### src/design/tlxo_core_end.sv
`timescale 1ns/100ps

### src/design/tlxo_pkg.sv
// Purpose: shared constants for the table write and exclusive-or execution block
// Assumes: 32-bit APB register window, 40 MHz core clock, four clocks per instruction cycle
// Notes: all offsets are byte addresses of aligned words
package tlxo_pkg;
    // apb register byte offsets
    localparam logic [7:0] ADDR_CTRL = 8'h00;
    localparam logic [7:0] ADDR_BANK = 8'h04;
    localparam logic [7:0] ADDR_WREG = 8'h08;
    localparam logic [7:0] ADDR_LATCH = 8'h0C;
    localparam logic [7:0] ADDR_POINTER = 8'h10;
    localparam logic [7:0] ADDR_INSTR = 8'h14;
    localparam logic [7:0] ADDR_STATUS = 8'h18;
    localparam logic [7:0] ADDR_HOLD_LO = 8'h1C;
    localparam logic [7:0] ADDR_HOLD_HI = 8'h20;
    localparam logic [7:0] ADDR_PROG = 8'h24;
    // control and status field positions
    localparam int CTRL_EXT_BIT = 0;
    localparam int CTRL_TWO_WORD_BIT = 1;
    localparam int STAT_BUSY_BIT = 0;
    localparam int STAT_NEG_BIT = 1;
    localparam int STAT_ZERO_BIT = 2;
    localparam int STAT_SKIP_BIT = 3;
    localparam int STAT_CYC_LSB = 4;
    localparam int PROG_START_BIT = 0;
    // widths and reset values
    localparam int PTR_W = 21;
    localparam int HOLD_N = 8;
    localparam logic [PTR_W-1:0] PTR_RESET = 21'h000000;
    localparam logic [7:0] BYTE_RESET = 8'h00;
    // pointer modes of the table store opcode
    localparam logic [1:0] MODE_KEEP = 2'h0;
    localparam logic [1:0] MODE_POST_INC = 2'h1;
    localparam logic [1:0] MODE_POST_DEC = 2'h2;
    localparam logic [1:0] MODE_PRE_INC = 2'h3;
    // opcode patterns
    localparam logic [13:0] OPC_TABLE_STORE = 14'h0003;
    localparam logic [7:0] OPC_XOR_IMM = 8'h0A;
    localparam logic [6:0] OPC_TEST_SKIP = 7'h33;
    localparam logic [5:0] OPC_XOR_REG = 6'h06;
    // addressing
    localparam logic [7:0] ACCESS_SPLIT = 8'h5F;
    localparam logic [3:0] ACCESS_LOW_BANK = 4'h0;
    localparam logic [3:0] ACCESS_HIGH_BANK = 4'hF;
    // q phases, cycle counts
    localparam logic [1:0] PH_Q1 = 2'h0;
    localparam logic [1:0] PH_Q2 = 2'h1;
    localparam logic [1:0] PH_Q3 = 2'h2;
    localparam logic [1:0] PH_Q4 = 2'h3;
    localparam logic [1:0] CYC_ONE = 2'h1;
    localparam logic [1:0] CYC_TWO = 2'h2;
    localparam logic [1:0] CYC_THREE = 2'h3;

    typedef enum logic [1:0] {
        TLXO_ST_IDLE = 2'b00,
        TLXO_ST_EXEC = 2'b01
    } tlxo_state_t;

    typedef enum logic [2:0] {
        TLXO_K_NONE = 3'b000,
        TLXO_K_TSTORE = 3'b001,
        TLXO_K_XIMM = 3'b010,
        TLXO_K_XREG = 3'b011,
        TLXO_K_TSKIP = 3'b100
    } tlxo_kind_t;
endpackage

### src/design/tlxo_hold_if.sv
// Purpose: carrier between the executor and the holding register bank
// Assumes: single clock domain
// Notes: store strobe is one clock wide
`timescale 1ns/100ps
interface tlxo_hold_if;
    logic store;
    logic [2:0] index;
    logic [7:0] data;
    logic [63:0] contents;
    modport writer (output store, output index, output data, input contents);
    modport bank (input store, input index, input data, output contents);
endinterface

### src/design/tlxo_core.sv
// Purpose: executes table store, test-and-skip-if-zero and the two exclusive-or instructions
// Assumes: apb master on clock_in; data memory answers fr_rdata_in within the q2 clock
// Notes: one instruction cycle is four clocks, q1 to q4
// Notes on behaviour
// - table store opcode is sixteen bits; low two bits pick the pointer mode.
// - pointer low three bits pick which of eight holding registers gets the latch.
// - pointer kept, post-incremented, post-decremented or pre-incremented; no flags change.
// - table pointer is 21 bits, one byte address each over 2 Mbyte.
// - pointer bit 0 low picks low byte of word, high picks high byte.
// - table store is two cycles; latch read in q2, holding write in q4.
// - test register zero discards prefetched instruction, runs a no-op, two cycles.
// - skipping over a two-word instruction takes three cycles total.
// - access bit zero uses access bank, one uses the bank selector.
// - extended set, access bit zero, address up to 95 means indexed offset.
// - immediate xor updates working register in one cycle, sets negative and zero.
// - register xor stores to working register when d is 0, file when 1.
// - register xor reads q2, processes q3, writes q4, only negative and zero change.
//
// Design decisions made here: the APB register port and the placing of the registers.
`timescale 1ns/100ps
module tlxo_core
    import tlxo_pkg::*;
(
    // clock and reset
    input wire logic clock_in,
    input wire logic nrst_in,
    // apb slave
    input wire logic psel_in,
    input wire logic penable_in,
    input wire logic pwrite_in,
    input wire logic [7:0] paddr_in,
    input wire logic [31:0] pwdata_in,
    output logic [31:0] prdata_out,
    output logic pready_out,
    output logic pslverr_out,
    // data memory file
    output logic [11:0] fr_addr_out,
    output logic fr_indexed_out,
    input wire logic [7:0] fr_rdata_in,
    output logic fr_wr_out,
    output logic [7:0] fr_wdata_out,
    // fetch and programming
    output logic flush_out,
    output logic prog_start_out
);
    function automatic tlxo_kind_t decode_kind(input logic [15:0] op);
        if (op[15:2] == OPC_TABLE_STORE)
            return TLXO_K_TSTORE;
        if (op[15:8] == OPC_XOR_IMM)
            return TLXO_K_XIMM;
        if (op[15:9] == OPC_TEST_SKIP)
            return TLXO_K_TSKIP;
        if (op[15:10] == OPC_XOR_REG)
            return TLXO_K_XREG;
        return TLXO_K_NONE;
    endfunction

    // file address from access bit, bank selector and the 8-bit file byte
    function automatic logic [11:0] file_addr(input logic [7:0] f, input logic a,
                                              input logic [3:0] bank);
        if (a)
            return {bank, f};
        if (f <= ACCESS_SPLIT)
            return {ACCESS_LOW_BANK, f};
        return {ACCESS_HIGH_BANK, f};
    endfunction

    tlxo_hold_if hold_if ();

    tlxo_state_t state_q;
    tlxo_kind_t kind_q;
    logic [1:0] phase_q;
    logic [1:0] cyc_q;
    logic [1:0] total_q;
    logic [15:0] op_q;
    logic pend_q;
    logic ext_en_q;
    logic two_word_q;
    logic [3:0] bank_q;
    logic [7:0] wreg_q;
    logic [7:0] latch_q;
    logic [PTR_W-1:0] ptr_q;
    logic [7:0] operand_q;
    logic [7:0] result_q;
    logic neg_q;
    logic zero_q;
    logic skip_q;
    logic [1:0] last_cyc_q;
    logic [31:0] prdata_q;
    logic pready_q;
    logic pslverr_q;
    logic [11:0] fr_addr_q;
    logic fr_indexed_q;
    logic fr_wr_q;
    logic [7:0] fr_wdata_q;
    logic flush_q;
    logic prog_q;
    logic store_q;
    logic [7:0] store_data_q;

    // apb decode
    wire access_w = psel_in & penable_in & ~pready_q;
    wire commit_w = psel_in & penable_in & pready_q;
    wire wr_w = commit_w & pwrite_in;
    wire busy_w = pend_q | (state_q != TLXO_ST_IDLE);
    wire mapped_w = (paddr_in[1:0] == 2'b00) & (paddr_in <= ADDR_PROG);
    wire [31:0] status_w = {26'h0, last_cyc_q, skip_q, zero_q, neg_q, busy_w};
    wire [31:0] rd_mux_w =
        (paddr_in == ADDR_CTRL) ? {30'h0, two_word_q, ext_en_q} :
        (paddr_in == ADDR_BANK) ? {28'h0, bank_q} :
        (paddr_in == ADDR_WREG) ? {24'h0, wreg_q} :
        (paddr_in == ADDR_LATCH) ? {24'h0, latch_q} :
        (paddr_in == ADDR_POINTER) ? {11'h0, ptr_q} :
        (paddr_in == ADDR_INSTR) ? {16'h0, op_q} :
        (paddr_in == ADDR_STATUS) ? status_w :
        (paddr_in == ADDR_HOLD_LO) ? hold_if.contents[31:0] :
        (paddr_in == ADDR_HOLD_HI) ? hold_if.contents[63:32] : 32'h0;
    wire issue_w = wr_w & (paddr_in == ADDR_INSTR) & ~busy_w &
                   (decode_kind(pwdata_in[15:0]) != TLXO_K_NONE);

    // execution decode
    wire in_exec_w = (state_q == TLXO_ST_EXEC);
    wire start_w = pend_q & (state_q == TLXO_ST_IDLE) & (phase_q == PH_Q4);
    wire first_w = in_exec_w & (cyc_q == 2'h0);
    wire end_cyc_w = in_exec_w & (phase_q == PH_Q4);
    wire done_w = end_cyc_w & ((cyc_q + 2'h1) == total_q);
    wire is_file_w = (kind_q == TLXO_K_XREG) | (kind_q == TLXO_K_TSKIP);
    wire [1:0] mode_w = op_q[1:0];
    wire [7:0] xor_src_w = (kind_q == TLXO_K_XIMM) ? op_q[7:0] : operand_q;
    wire [7:0] xor_w = wreg_q ^ xor_src_w;
    wire xor_kind_w = (kind_q == TLXO_K_XIMM) | (kind_q == TLXO_K_XREG);
    wire xor_q4_w = first_w & xor_kind_w & (phase_q == PH_Q4);
    wire to_file_w = op_q[9];
    wire store_cyc_w = in_exec_w & (kind_q == TLXO_K_TSTORE) & (cyc_q == 2'h1);
    wire pre_inc_w = first_w & (phase_q == PH_Q4) & (kind_q == TLXO_K_TSTORE) &
                     (mode_w == MODE_PRE_INC);
    wire post_w = store_cyc_w & (phase_q == PH_Q4);
    wire indexed_w = ext_en_q & ~op_q[8] & (op_q[7:0] <= ACCESS_SPLIT);

    assign hold_if.store = store_q;
    assign hold_if.index = ptr_q[2:0];
    assign hold_if.data = store_data_q;

    tlxo_hold_bank u_hold (
        .clock_in(clock_in),
        .nrst_in(nrst_in),
        .hold(hold_if)
    );

    // apb answer: one wait state so data comes from a flop
    always_ff @(posedge clock_in)
    begin
        if (!nrst_in)
        begin
            pready_q <= 1'b0;
            pslverr_q <= 1'b0;
            prdata_q <= 32'h0;
        end
        else
        begin
            pready_q <= access_w;
            pslverr_q <= access_w & ~mapped_w;
            prdata_q <= (access_w & ~pwrite_in & mapped_w) ? rd_mux_w : 32'h0;
        end
    end

    // software registers
    always_ff @(posedge clock_in)
    begin
        if (!nrst_in)
        begin
            ext_en_q <= 1'b0;
            two_word_q <= 1'b0;
            bank_q <= 4'h0;
            latch_q <= BYTE_RESET;
            op_q <= 16'h0;
            pend_q <= 1'b0;
            prog_q <= 1'b0;
        end
        else
        begin
            prog_q <= wr_w & (paddr_in == ADDR_PROG) & pwdata_in[PROG_START_BIT];
            if (wr_w & (paddr_in == ADDR_CTRL))
            begin
                ext_en_q <= pwdata_in[CTRL_EXT_BIT];
                two_word_q <= pwdata_in[CTRL_TWO_WORD_BIT];
            end
            if (wr_w & (paddr_in == ADDR_BANK))
                bank_q <= pwdata_in[3:0];
            if (wr_w & (paddr_in == ADDR_LATCH))
                latch_q <= pwdata_in[7:0];
            if (issue_w)
            begin
                op_q <= pwdata_in[15:0];
                pend_q <= 1'b1;
            end
            else if (start_w)
                pend_q <= 1'b0;
        end
    end

    // sequencer over q phases and instruction cycles
    always_ff @(posedge clock_in)
    begin
        if (!nrst_in)
        begin
            state_q <= TLXO_ST_IDLE;
            phase_q <= PH_Q1;
            kind_q <= TLXO_K_NONE;
            cyc_q <= 2'h0;
            total_q <= CYC_ONE;
            last_cyc_q <= 2'h0;
        end
        else
        begin
            phase_q <= phase_q + 2'h1;
            unique case (state_q)
                TLXO_ST_IDLE:
                begin
                    if (start_w)
                    begin
                        state_q <= TLXO_ST_EXEC;
                        kind_q <= decode_kind(op_q);
                        cyc_q <= 2'h0;
                        total_q <= (decode_kind(op_q) == TLXO_K_TSTORE) ? CYC_TWO : CYC_ONE;
                    end
                end
                TLXO_ST_EXEC:
                begin
                    if (first_w & (kind_q == TLXO_K_TSKIP) & (phase_q == PH_Q3) &
                        (operand_q == 8'h00))
                        total_q <= two_word_q ? CYC_THREE : CYC_TWO;
                    if (done_w)
                    begin
                        state_q <= TLXO_ST_IDLE;
                        last_cyc_q <= total_q;
                    end
                    else if (end_cyc_w)
                        cyc_q <= cyc_q + 2'h1;
                end
                default:
                    state_q <= TLXO_ST_IDLE;
            endcase
        end
    end

    // data path: q2 read, q3 process, q4 write
    always_ff @(posedge clock_in)
    begin
        if (!nrst_in)
        begin
            wreg_q <= BYTE_RESET;
            ptr_q <= PTR_RESET;
            operand_q <= BYTE_RESET;
            result_q <= BYTE_RESET;
            neg_q <= 1'b0;
            zero_q <= 1'b0;
            skip_q <= 1'b0;
            fr_addr_q <= 12'h000;
            fr_indexed_q <= 1'b0;
            fr_wr_q <= 1'b0;
            fr_wdata_q <= BYTE_RESET;
            flush_q <= 1'b0;
            store_q <= 1'b0;
            store_data_q <= BYTE_RESET;
        end
        else
        begin
            fr_wr_q <= 1'b0;
            store_q <= 1'b0;
            if (wr_w & (paddr_in == ADDR_WREG))
                wreg_q <= pwdata_in[7:0];
            if (wr_w & (paddr_in == ADDR_POINTER))
                ptr_q <= pwdata_in[PTR_W-1:0];
            if (start_w & (decode_kind(op_q) == TLXO_K_TSKIP))
                skip_q <= 1'b0;
            // address valid through q2
            if (first_w & is_file_w & (phase_q == PH_Q1))
            begin
                fr_addr_q <= file_addr(op_q[7:0], op_q[8], bank_q);
                fr_indexed_q <= indexed_w;
            end
            if (first_w & is_file_w & (phase_q == PH_Q2))
                operand_q <= fr_rdata_in;
            if (first_w & (phase_q == PH_Q3))
            begin
                result_q <= xor_w;
                if ((kind_q == TLXO_K_XREG) & to_file_w)
                begin
                    fr_wr_q <= 1'b1;
                    fr_wdata_q <= xor_w;
                end
                if ((kind_q == TLXO_K_TSKIP) & (operand_q == 8'h00))
                    skip_q <= 1'b1;
            end
            if (xor_q4_w)
            begin
                if ((kind_q == TLXO_K_XIMM) | ~to_file_w)
                    wreg_q <= result_q;
                neg_q <= result_q[7];
                zero_q <= (result_q == 8'h00);
            end
            // skipped cycles are no-ops with the prefetch thrown away
            // cleared on the last q4 edge so the flag does not outlive the no-op cycles
            flush_q <= in_exec_w & (kind_q == TLXO_K_TSKIP) & ~done_w &
                       ((cyc_q != 2'h0) | (phase_q == PH_Q4));
            if (store_cyc_w & (phase_q == PH_Q2))
                store_data_q <= latch_q;
            if (store_cyc_w & (phase_q == PH_Q3))
                store_q <= 1'b1;
            // no status flag touched by the table store
            if (pre_inc_w)
                ptr_q <= ptr_q + 21'h000001;
            else if (post_w & (mode_w == MODE_POST_INC))
                ptr_q <= ptr_q + 21'h000001;
            else if (post_w & (mode_w == MODE_POST_DEC))
                ptr_q <= ptr_q - 21'h000001;
        end
    end

    assign prdata_out = prdata_q;
    assign pready_out = pready_q;
    assign pslverr_out = pslverr_q;
    assign fr_addr_out = fr_addr_q;
    assign fr_indexed_out = fr_indexed_q;
    assign fr_wr_out = fr_wr_q;
    assign fr_wdata_out = fr_wdata_q;
    assign flush_out = flush_q;
    assign prog_start_out = prog_q;

    // byte lane within a word follows pointer bit 0
    wire byte_hi_w = ptr_q[0];

    property p_store_in_q4;
        @(posedge clock_in) disable iff (!nrst_in)
        store_q |-> (phase_q == PH_Q4) && (kind_q == TLXO_K_TSTORE) && (cyc_q == 2'h1);
    endproperty
    a_store_in_q4: assert property (p_store_in_q4) else $error("holding store off q4");

    property p_store_data;
        @(posedge clock_in) disable iff (!nrst_in)
        store_q |-> store_data_q == latch_q;
    endproperty
    a_store_data: assert property (p_store_data) else $error("holding data not latch");

    property p_post_inc;
        @(posedge clock_in) disable iff (!nrst_in)
        (post_w && mode_w == MODE_POST_INC && !wr_w) |=> ptr_q == $past(ptr_q) + 21'h000001;
    endproperty
    a_post_inc: assert property (p_post_inc) else $error("post increment wrong");

    property p_post_dec;
        @(posedge clock_in) disable iff (!nrst_in)
        (post_w && mode_w == MODE_POST_DEC && !wr_w) |=> ptr_q == $past(ptr_q) - 21'h000001;
    endproperty
    a_post_dec: assert property (p_post_dec) else $error("post decrement wrong");

    property p_keep_ptr;
        @(posedge clock_in) disable iff (!nrst_in)
        (in_exec_w && kind_q == TLXO_K_TSTORE && mode_w == MODE_KEEP && !wr_w) |=> $stable(ptr_q);
    endproperty
    a_keep_ptr: assert property (p_keep_ptr) else $error("pointer moved in keep mode");

    property p_store_two_cycles;
        @(posedge clock_in) disable iff (!nrst_in)
        (start_w && decode_kind(op_q) == TLXO_K_TSTORE) |->
            ##8 in_exec_w ##1 (state_q == TLXO_ST_IDLE);
    endproperty
    a_store_two_cycles: assert property (p_store_two_cycles) else $error("store not 2 cycles");

    property p_skip_len;
        @(posedge clock_in) disable iff (!nrst_in)
        (first_w && kind_q == TLXO_K_TSKIP && phase_q == PH_Q3 && operand_q == 8'h00
         && !two_word_q) |-> ##1 in_exec_w [*5] ##1 !in_exec_w;
    endproperty
    a_skip_len: assert property (p_skip_len) else $error("skip not two cycles");

    property p_skip_three;
        @(posedge clock_in) disable iff (!nrst_in)
        (done_w && kind_q == TLXO_K_TSKIP && skip_q && two_word_q) |-> total_q == CYC_THREE;
    endproperty
    a_skip_three: assert property (p_skip_three) else $error("two-word skip not 3");

    property p_zero_flag;
        @(posedge clock_in) disable iff (!nrst_in)
        xor_q4_w |=> (zero_q == ($past(result_q) == 8'h00)) && (neg_q == $past(result_q[7]));
    endproperty
    a_zero_flag: assert property (p_zero_flag) else $error("xor flags wrong");

    property p_file_write;
        @(posedge clock_in) disable iff (!nrst_in)
        fr_wr_q |-> kind_q == TLXO_K_XREG && to_file_w && phase_q == PH_Q4
                    && fr_wdata_q == result_q;
    endproperty
    a_file_write: assert property (p_file_write) else $error("file write misplaced");

    property p_flags_kept;
        @(posedge clock_in) disable iff (!nrst_in)
        (in_exec_w && !xor_kind_w) |=> $stable(neg_q) && $stable(zero_q);
    endproperty
    a_flags_kept: assert property (p_flags_kept) else $error("flags changed");

    c_store: cover property (@(posedge clock_in) disable iff (!nrst_in) store_q && byte_hi_w);
    c_skip3: cover property (@(posedge clock_in) disable iff (!nrst_in)
        done_w && total_q == CYC_THREE);
    c_xor_file: cover property (@(posedge clock_in) disable iff (!nrst_in) fr_wr_q);
    c_indexed: cover property (@(posedge clock_in) disable iff (!nrst_in) fr_indexed_q);
endmodule

### src/design/tlxo_hold_bank.sv
// Purpose: eight byte holding registers staged for program memory
// Assumes: store strobe from the executor in the q4 phase
// Notes: contents only stage data; committing is done elsewhere
`timescale 1ns/100ps
module tlxo_hold_bank
    import tlxo_pkg::*;
(
    // clock and reset
    input wire logic clock_in,
    input wire logic nrst_in,
    // executor side
    tlxo_hold_if.bank hold
);
    logic [7:0] mem_q [HOLD_N];

    always_ff @(posedge clock_in)
    begin
        if (!nrst_in)
        begin
            for (int i = 0; i < HOLD_N; i++)
                mem_q[i] <= BYTE_RESET;
        end
        else if (hold.store)
        begin
            mem_q[hold.index] <= hold.data;
        end
    end

    always_comb
    begin
        for (int i = 0; i < HOLD_N; i++)
            hold.contents[i*8 +: 8] = mem_q[i];
    end
endmodule

### config.mk
export PLATFORM = sky130hd
export DESIGN_NAME = tlxo_core
export DESIGN_NICKNAME = d
export VERILOG_FILES = /design/src/design/tlxo_core_end.sv /design/src/design/tlxo_pkg.sv /design/src/design/tlxo_hold_if.sv /design/src/design/tlxo_core.sv /design/src/design/tlxo_hold_bank.sv
export SDC_FILE = /design/constraint.sdc
export NUM_CORES = 1
export LEC_CHECK = 0
export BUFFER_PORTS_ARGS = -buffer_cell sky130_fd_sc_hd__buf_2
export CAP_MARGIN = 40
export CORE_UTILIZATION = 65
export CTS_BUF_LIST = sky130_fd_sc_hd__clkbuf_8
export DETAILED_ROUTE_END_ITERATION = 7
export PLACE_DENSITY = 0.87
export SYNTH_ARGS = -nofsm -noshare
export SYNTH_HDL_FRONTEND = slang
export SYNTH_HIERARCHICAL = 1
export SYNTH_SLANG_ARGS = --single-unit
export TNS_END_PERCENT = 20
### constraint.sdc
create_clock -name clock_in -period 4.9 [get_ports clock_in]
set_input_delay 0.245 -clock clock_in [delete_from_list [all_inputs] [get_ports clock_in]]
set_output_delay 0.245 -clock clock_in [all_outputs]
set_load 0.05 [all_outputs]
# --- Word level (Yosys, flattened, before mapping) ---
# Memory sizes are Yosys's and may differ from the RTL's.
# Cells that the tools add are included.
word_totals:
  regBits: 159
  mem_bits_rw: 64
  input_bits: 53
  out_inout_bits: 58
  word_cells: 289
  n_memories: 1
mem_list:
  columns: ["name", "depth", "width", "rd", "rd_clocked_by_memory_dff", "wr", "line_no", "text"]
  rows:
  - ["u_hold.mem_q", 8, 8, 8, 0, 8, "tlxo_hold_bank.sv:14", "logic [7:0] mem_q [HOLD_N];"]
classes:
  addsub: 4
  n_lt_le_gt_ge: 2
  eq_ne: 37
  muxes: 120
  bitwise: 65
  n_reduce_logical: 26
op_table:
  columns: ["cell", "count"]
  rows:
  - ["two-way mux 21 bit", 7]
  - ["two-way mux 3 bit", 25]
  - ["two-way mux 32 bit", 2]
  - ["two-way mux 1 bit", 62]
  - ["two-way mux 8 bit", 7]
  - ["AND 1 bit", 50]
  - ["two-way mux 12 bit", 4]
  - ["== test 8 x 4 -> 1 bit (second input constant)", 4]
  - ["== test 8 x 5 -> 1 bit (second input constant)", 4]
  - ["== test 14 x 2 -> 1 bit (second input constant)", 2]
  - ["zero test 8 bit", 3]
  - ["adder 21 x 1 -> 21 bit (second input constant)", 1]
  - ["subtractor 21 x 1 -> 21 bit (second input constant)", 1]
  - ["two-way mux 2 bit", 9]
  - ["== test 8 x 6 -> 1 bit (second input constant)", 2]
  - ["== test 7 x 6 -> 1 bit (second input constant)", 2]
  - ["== test 6 x 3 -> 1 bit (second input constant)", 2]
  - ["case mux 2 bit (2 select lines)", 3]
  - ["AND reduction 2 bit", 6]
  - ["NOT 1 bit", 9]
  - ["OR reduction 9 bit", 1]
  - ["== test 2 x 1 -> 1 bit (second input constant)", 4]
  - ["== test 2 bit (second input constant)", 4]
  - ["== test 8 x 3 -> 1 bit (second input constant)", 1]
  - ["other kinds (22)", 39]

# --- Logic depth before layout (Yosys ltp) ---
# Gate-level depths: netlist of run 1.
depth:
  word_depth: 32
  depth_mapped: 10
  ltp_nobuf: 8

# --- By module ---
# The synthesis of run 1 kept the hierarchy.
modules_own_cells:
  columns: ["module", "n_inst", "cells_per_inst", "area_per_inst_um2"]
  rows:
  - ["tlxo_core", 1, 975, 8045.2]
  - ["tlxo_hold_bank", 1, 170, 2652.5]

# --- Worst setup path before layout of run 1 ---
# Ideal clock, no wire load.
synth_path:
  kind: "register to register"
  startpoint: "register ptr_q[0]"
  endpoint: "register ptr_q[9]"
  setup_time_ns: 0.086
  t_arrival_ns: 2.234
  required_ns: 4.814
  slack_ns: 2.580
  path_stages_with_launch: 8
  n_path_buf: 1
  cell_sequence: "dfxtp_1 > buf_2 > or4_1 > nand2b_1 > or3_1 > xor2_1 > a221o_1 > a211oi_1"
synth_via:
  elab_chain_cells: 4
  elab_cells_between_ends: 5
  cone_classes: "2 x add/sub; 3 x mux"
synth_lines:
  columns: ["item", "line_no", "text"]
  rows:
  - ["start: declaration", "tlxo_core.sv:82", "logic [PTR_W-1:0] ptr_q;"]
  - ["start signal: assignment", "tlxo_core.sv:274", "ptr_q <= pwdata_in[PTR_W-1:0];"]
  - ["start signal: assignment", "tlxo_core.sv:313", "ptr_q <= ptr_q + 21'h000001;"]
  - ["start signal: assignment", "tlxo_core.sv:315", "ptr_q <= ptr_q + 21'h000001;"]
  - ["subtractor 21 x 1 -> 21 bit", "tlxo_core.sv:317", "ptr_q <= ptr_q - 21'h000001;"]
  - ["two-way mux 21 bit", "tlxo_core.sv:316", "else if (post_w & (mode_w == MODE_POST_DEC))"]
  - ["two-way mux 21 bit", "tlxo_core.sv:314", "else if (post_w & (mode_w == MODE_POST_INC))"]
  - ["two-way mux 21 bit *", "tlxo_core.sv:312", "if (pre_inc_w)"]
# Every way passes the cells marked *; elsewhere a longest branch is shown, timed or not.
# A chain may end at the register's enable or synchronous reset.

# --- Final worst setup path of run 1 ---
layout_path:
  startpoint: "register cyc_q[0]"
  endpoint: "register ptr_q[13]"
layout_via:
  elab_chain_cells: 7
  elab_cells_between_ends: 14
  cone_classes: "1 x eq/ne; 3 x mux; 8 x bitwise; 2 x reduce/logical"
layout_lines:
  columns: ["item", "line_no", "text"]
  rows:
  - ["start: declaration", "tlxo_core.sv:73", "logic [1:0] cyc_q;"]
  - ["start signal: assignment", "tlxo_core.sv:239", "cyc_q <= cyc_q + 2'h1;"]
  - ["== test 2 x 1 -> 1 bit", "tlxo_core.sv:134", "wire store_cyc_w = in_exec_w & (kind_q == TLXO_K_TSTORE) & (cyc_q == 2'h1);"]
  - ["AND 1 bit", "tlxo_core.sv:134", null]
  - ["AND 1 bit", "tlxo_core.sv:137", "wire post_w = store_cyc_w & (phase_q == PH_Q4);"]
  - ["AND 1 bit", "tlxo_core.sv:316", null]
  - ["two-way mux 21 bit", "tlxo_core.sv:316", null]
  - ["two-way mux 21 bit", "tlxo_core.sv:314", null]
  - ["two-way mux 21 bit", "tlxo_core.sv:312", null]
  - ["end signal: assignment", "tlxo_core.sv:313", null]
  - ["end signal: assignment", "tlxo_core.sv:315", null]
  - ["end signal: assignment", "tlxo_core.sv:317", null]
# Several ways; a longest one is shown, not always the timed one.

==> results of run 1 <==
critical path, delay by kind of cell (launching register included):
family	cells	cell delay, ns
buffers and inverters	3	0.59
AOI/OAI and AO/OA	2	0.55
and+or+nand+nor	3	0.48
DFF	1	0.37
muxes	1	0.33
adders and majority gates	1	0.25
cell usage after synthesis, types with 6 or more instances:
cell	instances	area share [%]
a211oi_1	12	0.84
a21oi_1	82	3.8
a222oi_1	14	1.3
a22oi_1	14	0.98
a31oi_1	12	0.70
and2_1	6	0.35
and3_1	6	0.35
and4_1	6	0.49
buf_2	12	0.56
buf_6	7	0.74
clkbuf_1	58	2.0
dfxtp_1	158	30
edfxtp_1	64	18
ha_1	8	0.94
inv_1	16	0.56
mux2_2	11	1.2
mux2i_1	81	7.6
nand2_1	90	3.2
nand2b_1	8	0.47
nand3_1	25	1.2
nand4_1	11	0.64
nand4_4	8	1.6
nor2_1	216	7.6
nor3_1	23	1.1
nor4_1	19	1.1
o21ai_0	41	1.9
o22ai_1	9	0.53
o31ai_1	8	0.56
or3_1	6	0.35
xnor2_1	13	1.1
power groups by stage:
stage          Clock, mW  Combinational, mW  Sequential (mW)
2_1_floorplan          0             0.0658             1.95
3_3_place_gp           0              0.118             1.95
3_5_place_dp           0              0.125             1.95
4_1_cts             1.55              0.133             1.92
5_1_grt             1.63              0.146             1.92
6_report            1.54              0.140             1.92
per-layer routing:
metal	up-vias	track usage [%]	share of wire, %
li1	4361	-	-
met1	4543	48.6	38
met2	709	58.1	46
met3	106	8.61	13
met4	0	15.9	3.1
met5	-	0	0
worst max-delay path by stage:
stage | from | to | slack [ns] | cells past startpoint
floorplan | ptr_q[0] | ptr_q[9] | 2.58 | 7
global placement | paddr_in[4] | prdata_out[1] | 1.97 | 7
detailed placement | paddr_in[5] | ptr_q[5] | 2.07 | 7
finish | cyc_q[0] | ptr_q[13] | 2.21 | 10
global route | cyc_q[0] | ptr_q[12] | 2.06 | 10
CTS | cyc_q[0] | ptr_q[15] | 2.23 | 10
placed cells by master, fill, tap and decap left out, drive strengths merged, types with 14 or more instances in the layout:
cell type | Yosys | final
nor2 | 216 | 216
dfxtp | 158 | 158
buf | 24 | 125
nand2 | 91 | 91
a21oi | 82 | 82
mux2i | 81 | 81
edfxtp | 64 | 64
o21ai | 45 | 45
clkbuf | 58 | 39
inv | 17 | 32
nor3 | 27 | 27
nand3 | 25 | 25
nor4 | 19 | 19
nand4 | 19 | 19
a222oi | 14 | 14
a22oi | 14 | 14
cell type report:
class / instances / area (um2) / area share, %
inverter: 17 / 63.8 / 0.529
sequential: 222 / 5080 / 42.2
timing repair buffer: 137 / 808 / 6.70
clock buffer: 39 / 537 / 4.45
multi-input combinational: 824 / 5150 / 42.7
tap: 216 / 270 / 2.24
clock inverter: 24 / 145 / 1.20
cells by family after synthesis:
| kind of cell | after synthesis | share of synthesized area (%) |
|---|---|---|
| DFF | 222 | 47.5 |
| AOI/OAI and AO/OA | 241 | 14.7 |
| and+or+nand+nor | 466 | 22.3 |
| xor gates and xnor gates | 17 | 1.39 |
| buffers and inverters | 99 | 4.40 |
| muxes | 92 | 8.74 |
| adders and majority gates | 8 | 0.936 |
state kept, by name, indices dropped and copies added (netlist names), 2 cells and up:
signal	cells
u_hold/mem_q	64
prdata_out	32
ptr_q	21
op_q	16
fr_addr_out	12
fr_wdata_out	8
hold_if.data	8
latch_q	8
operand_q	8
result_q	8
wreg_q	8
bank_q	4
kind_q	3
cyc_q	2
last_cyc_q	2
phase_q	2
total_q	2
stage by stage:
step	cells	hold slack, ns
after floorplan	1145	0.389
after global placement	1391	0.448
after detailed placement	1404	0.452
after CTS	1479	0.00692
after global routing	1479	0.0546
final	1479	0.0205
repair_timing:
| action | in CTS | in global routing |
|---|---|---|
| endpoints found under the hold margin | 11 | 0 |
| hold buffers | 12 | 0 |
| buffers inserted | 0 | 0 |
==> results.py, run 1 <==
metrics = {
    "synth": {
        "ys_ff_latch": 222,
        "syn_avg_cell_area_um2": 9.34,
        "synthArstFlopShare_pct": 0,
        "syn_inst": 1145,
        "synth_area_um2": 10700,
        "synthFlopType": "dfxtp_1",
        "syn-num-nets": 1206,
        "synth-edff-count": 64,
        "yosysUniqueCellTypes": 76,
        "yosysWarningCount": 6,
        "seq_area_frac_synth_pct": 47.5,
    },
    "detailed_routing": {
        "wl_mm": 31.0,
        "first_iter_violations": 1478,
        "vias": 9719,
        "drc": 0,
        "drt-wirelength-per-cell_um": 21.0,
        "viasPerCell": 6.57,
        "ant_nets": 0,
        "firstDrtPassIters": 7,
    },
    "placed_design": {
        "gp_congestion": 0.956,
        "portBuffers": 99,
        "dpl.hpwl_mm": 20.9,
        "placed_area_um2": 11300,
        "pre_cts_ws_ns": 2.07,
    },
    "worst_setup_path": {
        "startpoint_type": "register",
        "crit_required_ns": 5.32,
        "reg2reg_from": "cyc_q[0]",
        "crit_arrival_ns": 3.11,
        "r2r-end": "ptr_q[13]",
        "cp_common_cell": "nor2_1",
        "worst_setup_path_end_kind": "register",
        "cpPeakStageDelay_ns": 0.37,
        "criticalPathCategory": "reg2reg",
        "worstPathCellList": "inv_1, ha_1, mux2_2, a21oi_1, nor2_1, buf_4, nor2_1, buf_4, nor2_1, o221a_2",
        "crit_slowest_cell": "dfxtp_1",
        "r2r_cells": 10,
        "critPathMaxFanout": 15,
        "r2r_slack_ns": 2.21,
    },
    "timing": {
        "finalSetupViolations": 0,
        "fin_setup_tns_ns": 0,
        "finalHoldViolCount": 0,
        "final_max_slew_viol_count": 0,
        "worst_pin_slew_ns": 0.958,
        "fin_crit_ns": 2.69,
        "max_freq_mhz": 372,
        "period_share_pct": 54.9,
        "final.setup_skew_ns": 0.0243,
        "setup_slack_ns": 2.21,
        "rsz0062_at_grt": "no",
        "max_slew_margin_pct": 35.8,
    },
    "clock_tree": {
        "htreeDepth": 2,
        "numCtsBuffers": 37,
        "clock_latency_ns": 0.55,
        "path_clk_slew_ns": 0.06,
        "cts_sinks": 222,
        "clockBufferDepth": 3,
        "cts.repair.resized": 0,
        "clk_root_buffer_cell": "clkbuf_8",
        "cts_tree": "yes",
    },
    "power_and_ir_drop": {
        "combPwrFrac_pct": 3.9,
        "power.share.switching_pct": 23.7,
        "cellLeakagePower_nw": 4.71,
        "power_frac_seq_pct": 53.2,
        "power_density_nw_per_um2": 298,
        "intPower_mw": 2.75,
        "p_clk_share_pct": 42.9,
        "finalPower_mw": 3.60,
        "p_sw_uw": 852,
        "peakVddDrop_uv": 265,
    },
    "grt": {
        "grt_pass1_wl_mm": 47.4,
        "first_global_vias": 9021,
        "antenna_found_initial": 0,
        "grt-ovfl-total": 0,
        "grt_max_degree": 51,
        "gr-usage-all-layers_pct": 36.9,
    },
    "layout": {
        "fin_util_pct": 75.4,
        "nFillCells": 1161,
        "final_area_um2": 12100,
        "layout-drive-gt1-share_pct": 17.0,
        "nets": 1300,
        "num_antenna_cells": 0,
        "syn_to_final_growth_pct": 12.7,
    },
    "run": {
        "maxCapViolations": 0,
    },
    "hold_path": {
        "whs_endpoint": "pslverr_out",
        "hold-path-cell-count": 3,
        "hold_path_startpoint": "nrst_in",
        "hold_path.class": "in2reg",
    },
    "run_status": {
        "outcome": "complete, no violations",
    },
    "floorplanning": {
        "ios": 111,
        "rows": 46,
        "die_w_um": 130,
        "initial_utilization_pct": 66.9,
        "core_area_um2": 16000,
        "fp.dieH_um": 130,
        "die_area_um2": 17000,
    },
}
(Power assumes the default switching activity.)
==> inputs of run 2 (changes only) <==
--- a/config.mk
+++ b/config.mk
@@ -7,10 +7,10 @@
 export LEC_CHECK = 0
 export BUFFER_PORTS_ARGS = -buffer_cell sky130_fd_sc_hd__buf_2
 export CAP_MARGIN = 40
-export CORE_UTILIZATION = 65
+export CORE_UTILIZATION = 55
 export CTS_BUF_LIST = sky130_fd_sc_hd__clkbuf_8
 export DETAILED_ROUTE_END_ITERATION = 7
-export PLACE_DENSITY = 0.87
+export PLACE_DENSITY = 0.78
 export SYNTH_ARGS = -nofsm -noshare
 export SYNTH_HDL_FRONTEND = slang
 export SYNTH_HIERARCHICAL = 1
==> constraint.sdc (replaced) <==
create_clock -name clock_in -period 2.24 [get_ports clock_in]
set_input_delay 0.112 -clock clock_in [delete_from_list [all_inputs] [get_ports clock_in]]
set_output_delay 0.112 -clock clock_in [all_outputs]
set_load 0.05 [all_outputs]
==> results.py, run 2 (synthesized netlist as in run 1, its figures left out) <==
metrics = {
    "clock_tree": {
        "clock_latency_ns": 0.52,
        "path_clk_slew_ns": 0.07,
        "cts_tree": "yes",
        "cts_sinks": 222,
        "clockBufferDepth": 3,
        "numCtsBuffers": 36,
        "htreeDepth": 2,
        "clk_root_buffer_cell": "clkbuf_8",
    },
    "floorplanning": {
        "rows": 50,
        "die_area_um2": 20000,
        "die_w_um": 141,
        "ios": 111,
        "initial_utilization_pct": 56.6,
        "fp.dieH_um": 141,
        "core_area_um2": 18900,
    },
    "detailed_routing": {
        "wl_met3_mm": 3.43,
        "drc": 0,
        "firstDrtPassIters": 6,
        "ant_nets": 0,
        "met2_length_mm": 14.3,
        "wl_mm": 32.2,
        "viasPerCell": 6.01,
        "routed.top_layer": "met4",
        "wl_met1_mm": 13.4,
        "drt-wirelength-per-cell_um": 19.9,
        "first_iter_violations": 1130,
        "vias": 9753,
    },
    "timing": {
        "final.setup_skew_ns": 0.0278,
        "hold_ws_ns": 0.0344,
        "fin_crit_ns": 2.17,
        "final_max_slew_viol_count": 0,
        "finalSetupViolations": 0,
        "rsz0062_at_grt": "yes",
        "worst_pin_slew_ns": 0.672,
        "finalHoldViolCount": 0,
        "period_share_pct": 97.0,
        "max_slew_margin_pct": 54.8,
        "setup_slack_ns": 0.0671,
        "max_freq_mhz": 460,
    },
    "worst_setup_path": {
        "crit_required_ns": 2.63,
        "critPathMaxFanout": 7,
        "r2r_slack_ns": 0.07,
        "worst_setup_path_end_kind": "register",
        "crit_arrival_ns": 2.56,
        "r2r-end": "ptr_q[16]",
        "reg2reg_from": "ptr_q[1]",
        "startpoint_type": "register",
        "r2r_cells": 9,
        "criticalPathCategory": "reg2reg",
    },
    "grt": {
        "grt_max_degree": 43,
        "antenna_found_initial": 1,
        "gr-usage-all-layers_pct": 32.4,
        "grt_pass1_wl_mm": 49.8,
        "first_global_vias": 9201,
        "grt-ovfl-total": 0,
    },
    "layout": {
        "largest_reg_flops": 64,
        "final_cell_mix": "nor2_1 (215), dfxtp_1 (156), buf_4 (108)",
        "nFillCells": 1505,
        "layout-drive-gt1-share_pct": 23.9,
        "layout_commonest_cell": "nor2_1",
        "regArea_um2": 5090,
        "multi_input_area_um2": 5210,
        "final_area_um2": 13100,
        "syn_to_final_growth_pct": 22.4,
        "regMostFlops": "u_hold/mem_q",
        "nets": 1397,
    },
    "hold_path": {
        "whs_endpoint": "op_q[5]",
        "hold_path_startpoint": "pwdata_in[5]",
        "hold_path.class": "in2reg",
        "hold-path-cell-count": 4,
    },
    "power_and_ir_drop": {
        "combPwrFrac_pct": 4.2,
        "intPower_mw": 6.41,
        "cellLeakagePower_nw": 5.29,
        "p_sw_mw": 1.81,
        "finalPower_mw": 8.22,
        "peakVddDrop_uv": 668,
        "power_density_nw_per_um2": 627,
        "power.share.switching_pct": 22.0,
        "p_clk_share_pct": 44.8,
        "power_frac_seq_pct": 50.9,
    },
    "run": {
        "maxCapViolations": 0,
    },
    "placed_design": {
        "dpl.hpwl_mm": 23.6,
        "pre_cts_ws_ns": -0.00922,
        "placed_area_um2": 12000,
        "portBuffers": 99,
        "gp_congestion": 0.968,
    },
    "run_status": {
        "outcome": "complete, no violations",
    },
}
## run 2: changes by cell type in the layout (fill, tap and decap cells not counted), moves of 4 or more
cell,previous run,this run
buf_4,15,108
clkinv_1,4,0
buf_12,1,5
clkbuf_8,39,47
buf_2,108,99
dlygate4sd3_1,12,22
## run 2: through the flow
stage               utilization (%)  TNS, ns  instances
CTS                            69.0        0       1622
global route                   69.3   -0.116       1622
floorplan                         -        0       1145
detailed placement             63.8  -0.0184       1536
global placement               63.8        0       1536
finish                         69.3        0       1623
## run 2: worst max path at each step
stage          cells after the start         start   endpoint
6_report                           9      ptr_q[1]  ptr_q[16]
5_1_grt                            9      ptr_q[1]   ptr_q[6]
4_1_cts                            7     ptr_q[10]  ptr_q[20]
3_5_place_dp                       8  pwdata_in[8]    op_q[6]
3_3_place_gp                       7     ptr_q[10]  ptr_q[20]
2_1_floorplan                      9      cyc_q[0]  ptr_q[17]
## run 2: layout make-up
type / instances / share of cell area, %
Clock inverter: 17 / 0.936
Sequential cell: 222 / 38.8
Antenna cell: 1 / 0.0191
Inverter: 17 / 0.487
Clock buffer: 47 / 4.94
Timing Repair Buffer: 235 / 12.5
Tap cell: 260 / 2.48
Multi-Input combinational cell: 824 / 39.8
## run 2: per-layer routing
layer | up-vias | GRT usage [%]
li1 | 4575 | -
met1 | 4560 | 44.6
met2 | 526 | 49.7
met3 | 92 | 6.34
met4 | 0 | 13.9
met5 | - | 0
## run 2: power by group through the flow
stage                     combinational, mW  clock, mW  sequential, mW
final                                 0.346       3.68            4.19
after global placement                0.303          0            4.27
after detailed placement              0.306          0            4.27
after global routing                  0.367       3.90            4.19
after floorplan                       0.144          0            4.27
after CTS                             0.335       3.72            4.19
## run 2: critical path, cell delays in order (launching register included)
cell and delay (ns):
dfxtp_1 0.37, buf_4 0.18, ha_1 0.23, nand3_1 0.22, nor4_1 0.32, buf_4 0.18
nand4_1 0.09, o21ai_0 0.11, a21oi_1 0.07, o221a_2 0.27
## run 2: timing repair
action	CTS	global route
setup buffers	0	0
endpoints found under the setup margin	1	21
hold buffers	22	0
pin swaps	0	2
resized for setup	1	14
hold endpoints to repair	23	0
==> inputs of run 3 (changes only) <==
--- a/config.mk
+++ b/config.mk
@@ -11,6 +11,7 @@
 export CTS_BUF_LIST = sky130_fd_sc_hd__clkbuf_8
 export DETAILED_ROUTE_END_ITERATION = 7
 export PLACE_DENSITY = 0.78
+export REMOVE_ABC_BUFFERS = 1
 export SYNTH_ARGS = -nofsm -noshare
 export SYNTH_HDL_FRONTEND = slang
 export SYNTH_HIERARCHICAL = 1
==> results.py, run 3 (synthesized netlist as in run 1, its figures left out) <==
metrics = {
    "floorplanning": {
        "rows": 50,
        "initial_utilization_pct": 56.6,
        "die_w_um": 141,
        "core_area_um2": 18900,
        "die_area_um2": 20000,
        "fp.dieH_um": 141,
        "ios": 111,
    },
    "timing": {
        "max_freq_mhz": 456,
        "fin_crit_ns": 2.19,
        "worst_pin_slew_ns": 0.563,
        "final_max_slew_viol_count": 0,
        "period_share_pct": 97.9,
        "hold_ws_ns": 0.00857,
        "finalHoldViolCount": 0,
        "max_slew_margin_pct": 62.1,
        "rsz0062_at_grt": "yes",
        "finalSetupViolations": 0,
        "fin_setup_tns_ns": 0,
        "final.setup_skew_ns": 0.0174,
    },
    "power_and_ir_drop": {
        "power_frac_seq_pct": 50.3,
        "p_sw_mw": 1.88,
        "cellLeakagePower_nw": 5.21,
        "intPower_mw": 6.44,
        "power_density_nw_per_um2": 641,
        "p_clk_share_pct": 45.5,
        "power.share.switching_pct": 22.6,
        "combPwrFrac_pct": 4.1,
        "peakVddDrop_uv": 507,
    },
    "clock_tree": {
        "cts_sinks": 222,
        "numCtsBuffers": 37,
        "htreeDepth": 2,
        "clock_latency_ns": 0.54,
        "cts_tree": "yes",
        "path_clk_slew_ns": 0.06,
        "cts_setup_buffers": 0,
        "clockBufferDepth": 3,
        "clk_root_buffer_cell": "clkbuf_8",
    },
    "worst_setup_path": {
        "cpPeakStageDelay_ns": 0.56,
        "crit_arrival_ns": 2.67,
        "startpoint_type": "register",
        "crit_slowest_cell": "or4_1",
        "criticalPathCategory": "reg2reg",
        "crit_required_ns": 2.71,
        "worstPathCellList": "or4_1, or3_1, nor4_2, o21ai_1, or3b_1, a21oi_1",
        "critPathMaxFanout": 2,
        "worst_setup_path_end_kind": "register",
    },
    "placed_design": {
        "placed_area_um2": 11900,
        "dpl.hpwl_mm": 22.7,
        "gp_congestion": 0.966,
        "dp_cells": 1526,
        "portBuffers": 99,
    },
    "layout": {
        "final_area_um2": 13000,
        "final_cell_mix": "nor2_1 (216), dfxtp_1 (157), buf_4 (101)",
        "largest_reg_flops": 64,
        "num_antenna_cells": 0,
        "regMostFlops": "u_hold/mem_q",
        "layout-drive-gt1-share_pct": 22.7,
        "instances_no_fill": 1614,
        "fin_util_pct": 68.7,
        "syn_to_final_growth_pct": 21.3,
        "nFillCells": 1509,
        "layout_commonest_cell": "nor2_1",
        "nets": 1388,
    },
    "detailed_routing": {
        "drc": 0,
        "first_iter_violations": 1137,
        "drt-wirelength-per-cell_um": 19.9,
        "wl_mm": 32.1,
        "firstDrtPassIters": 7,
        "viasPerCell": 6.10,
        "vias": 9846,
        "ant_nets": 0,
    },
    "grt": {
        "gr-usage-all-layers_pct": 32.7,
        "grt-ovfl-total": 0,
        "first_global_vias": 9324,
        "grt_max_degree": 66,
        "grt_pass1_wl_mm": 50.1,
        "antenna_found_initial": 0,
    },
    "run": {
        "maxCapViolations": 0,
    },
    "hold_path": {
        "hold_path.class": "in2reg",
    },
    "run_status": {
        "outcome": "complete, no violations",
    },
}
==> run 3: critical path: cells and delay by family, from the launching register on <==
family | cells | cell delay [ns]
flops | 1 | 0.30
simple gates | 4 | 1.60
compound gates | 2 | 0.23
==> run 3: per-stage QoR <==
step	power (mW)	setup slack, ns
floorplan	4.38	-1.62
global placement	4.57	0.0294
detailed placement	4.58	0.00517
CTS	8.35	0.0223
global route	8.58	-0.0502
finish	8.32	0.0471
==> run 3: repair_timing <==
action	4_1_cts	5_1_grt
resized for setup	1	7
hold endpoints to repair	29	0
endpoints found under the setup margin	1	17
pin swaps	0	1
hold buffers	22	0
==> run 3: area by class of cell <==
| type | instances | area [um2] | area share [%] |
|---|---|---|---|
| Tap cell | 260 | 325 | 2.51 |
| Clock inverter | 22 | 179 | 1.38 |
| Timing Repair Buffer | 225 | 1530 | 11.8 |
| Multi-Input combinational cell | 824 | 5180 | 39.9 |
| Sequential cell | 222 | 5090 | 39.2 |
| Inverter | 17 | 63.8 | 0.492 |
| Clock buffer | 44 | 606 | 4.67 |
==> run 3: final timing paths <==
kind | startpoint | endpoint | slack, ns | cells after the start
min reg2reg | skip_q | skip_q | 0.47 | 2
min | paddr_in[6] | pslverr_out | 0.009 | 3
max | ptr_q[10] | ptr_q[20] | 0.05 | 6
max reg2reg | ptr_q[10] | ptr_q[20] | 0.05 | 6
==> run 3: per-layer routing <==
layer / vias up / share of wire, % / track usage (%)
met2: 546 / 46 / 51.0
li1: 4546 / - / -
met3: 83 / 10 / 6.99
met4: 0 / 3.0 / 12.3
met1: 4671 / 40 / 44.6
met5: - / 0 / 0
==> run 3: power groups by stage <==
| stage | Combinational, mW | Sequential, mW | Clock (mW) |
|---|---|---|---|
| after floorplan | 0.107 | 4.27 | 0 |
| after global placement | 0.301 | 4.27 | 0 |
| after detailed placement | 0.305 | 4.27 | 0 |
| after CTS | 0.336 | 4.19 | 3.83 |
| after global routing | 0.366 | 4.19 | 4.02 |
| final | 0.345 | 4.19 | 3.79 |
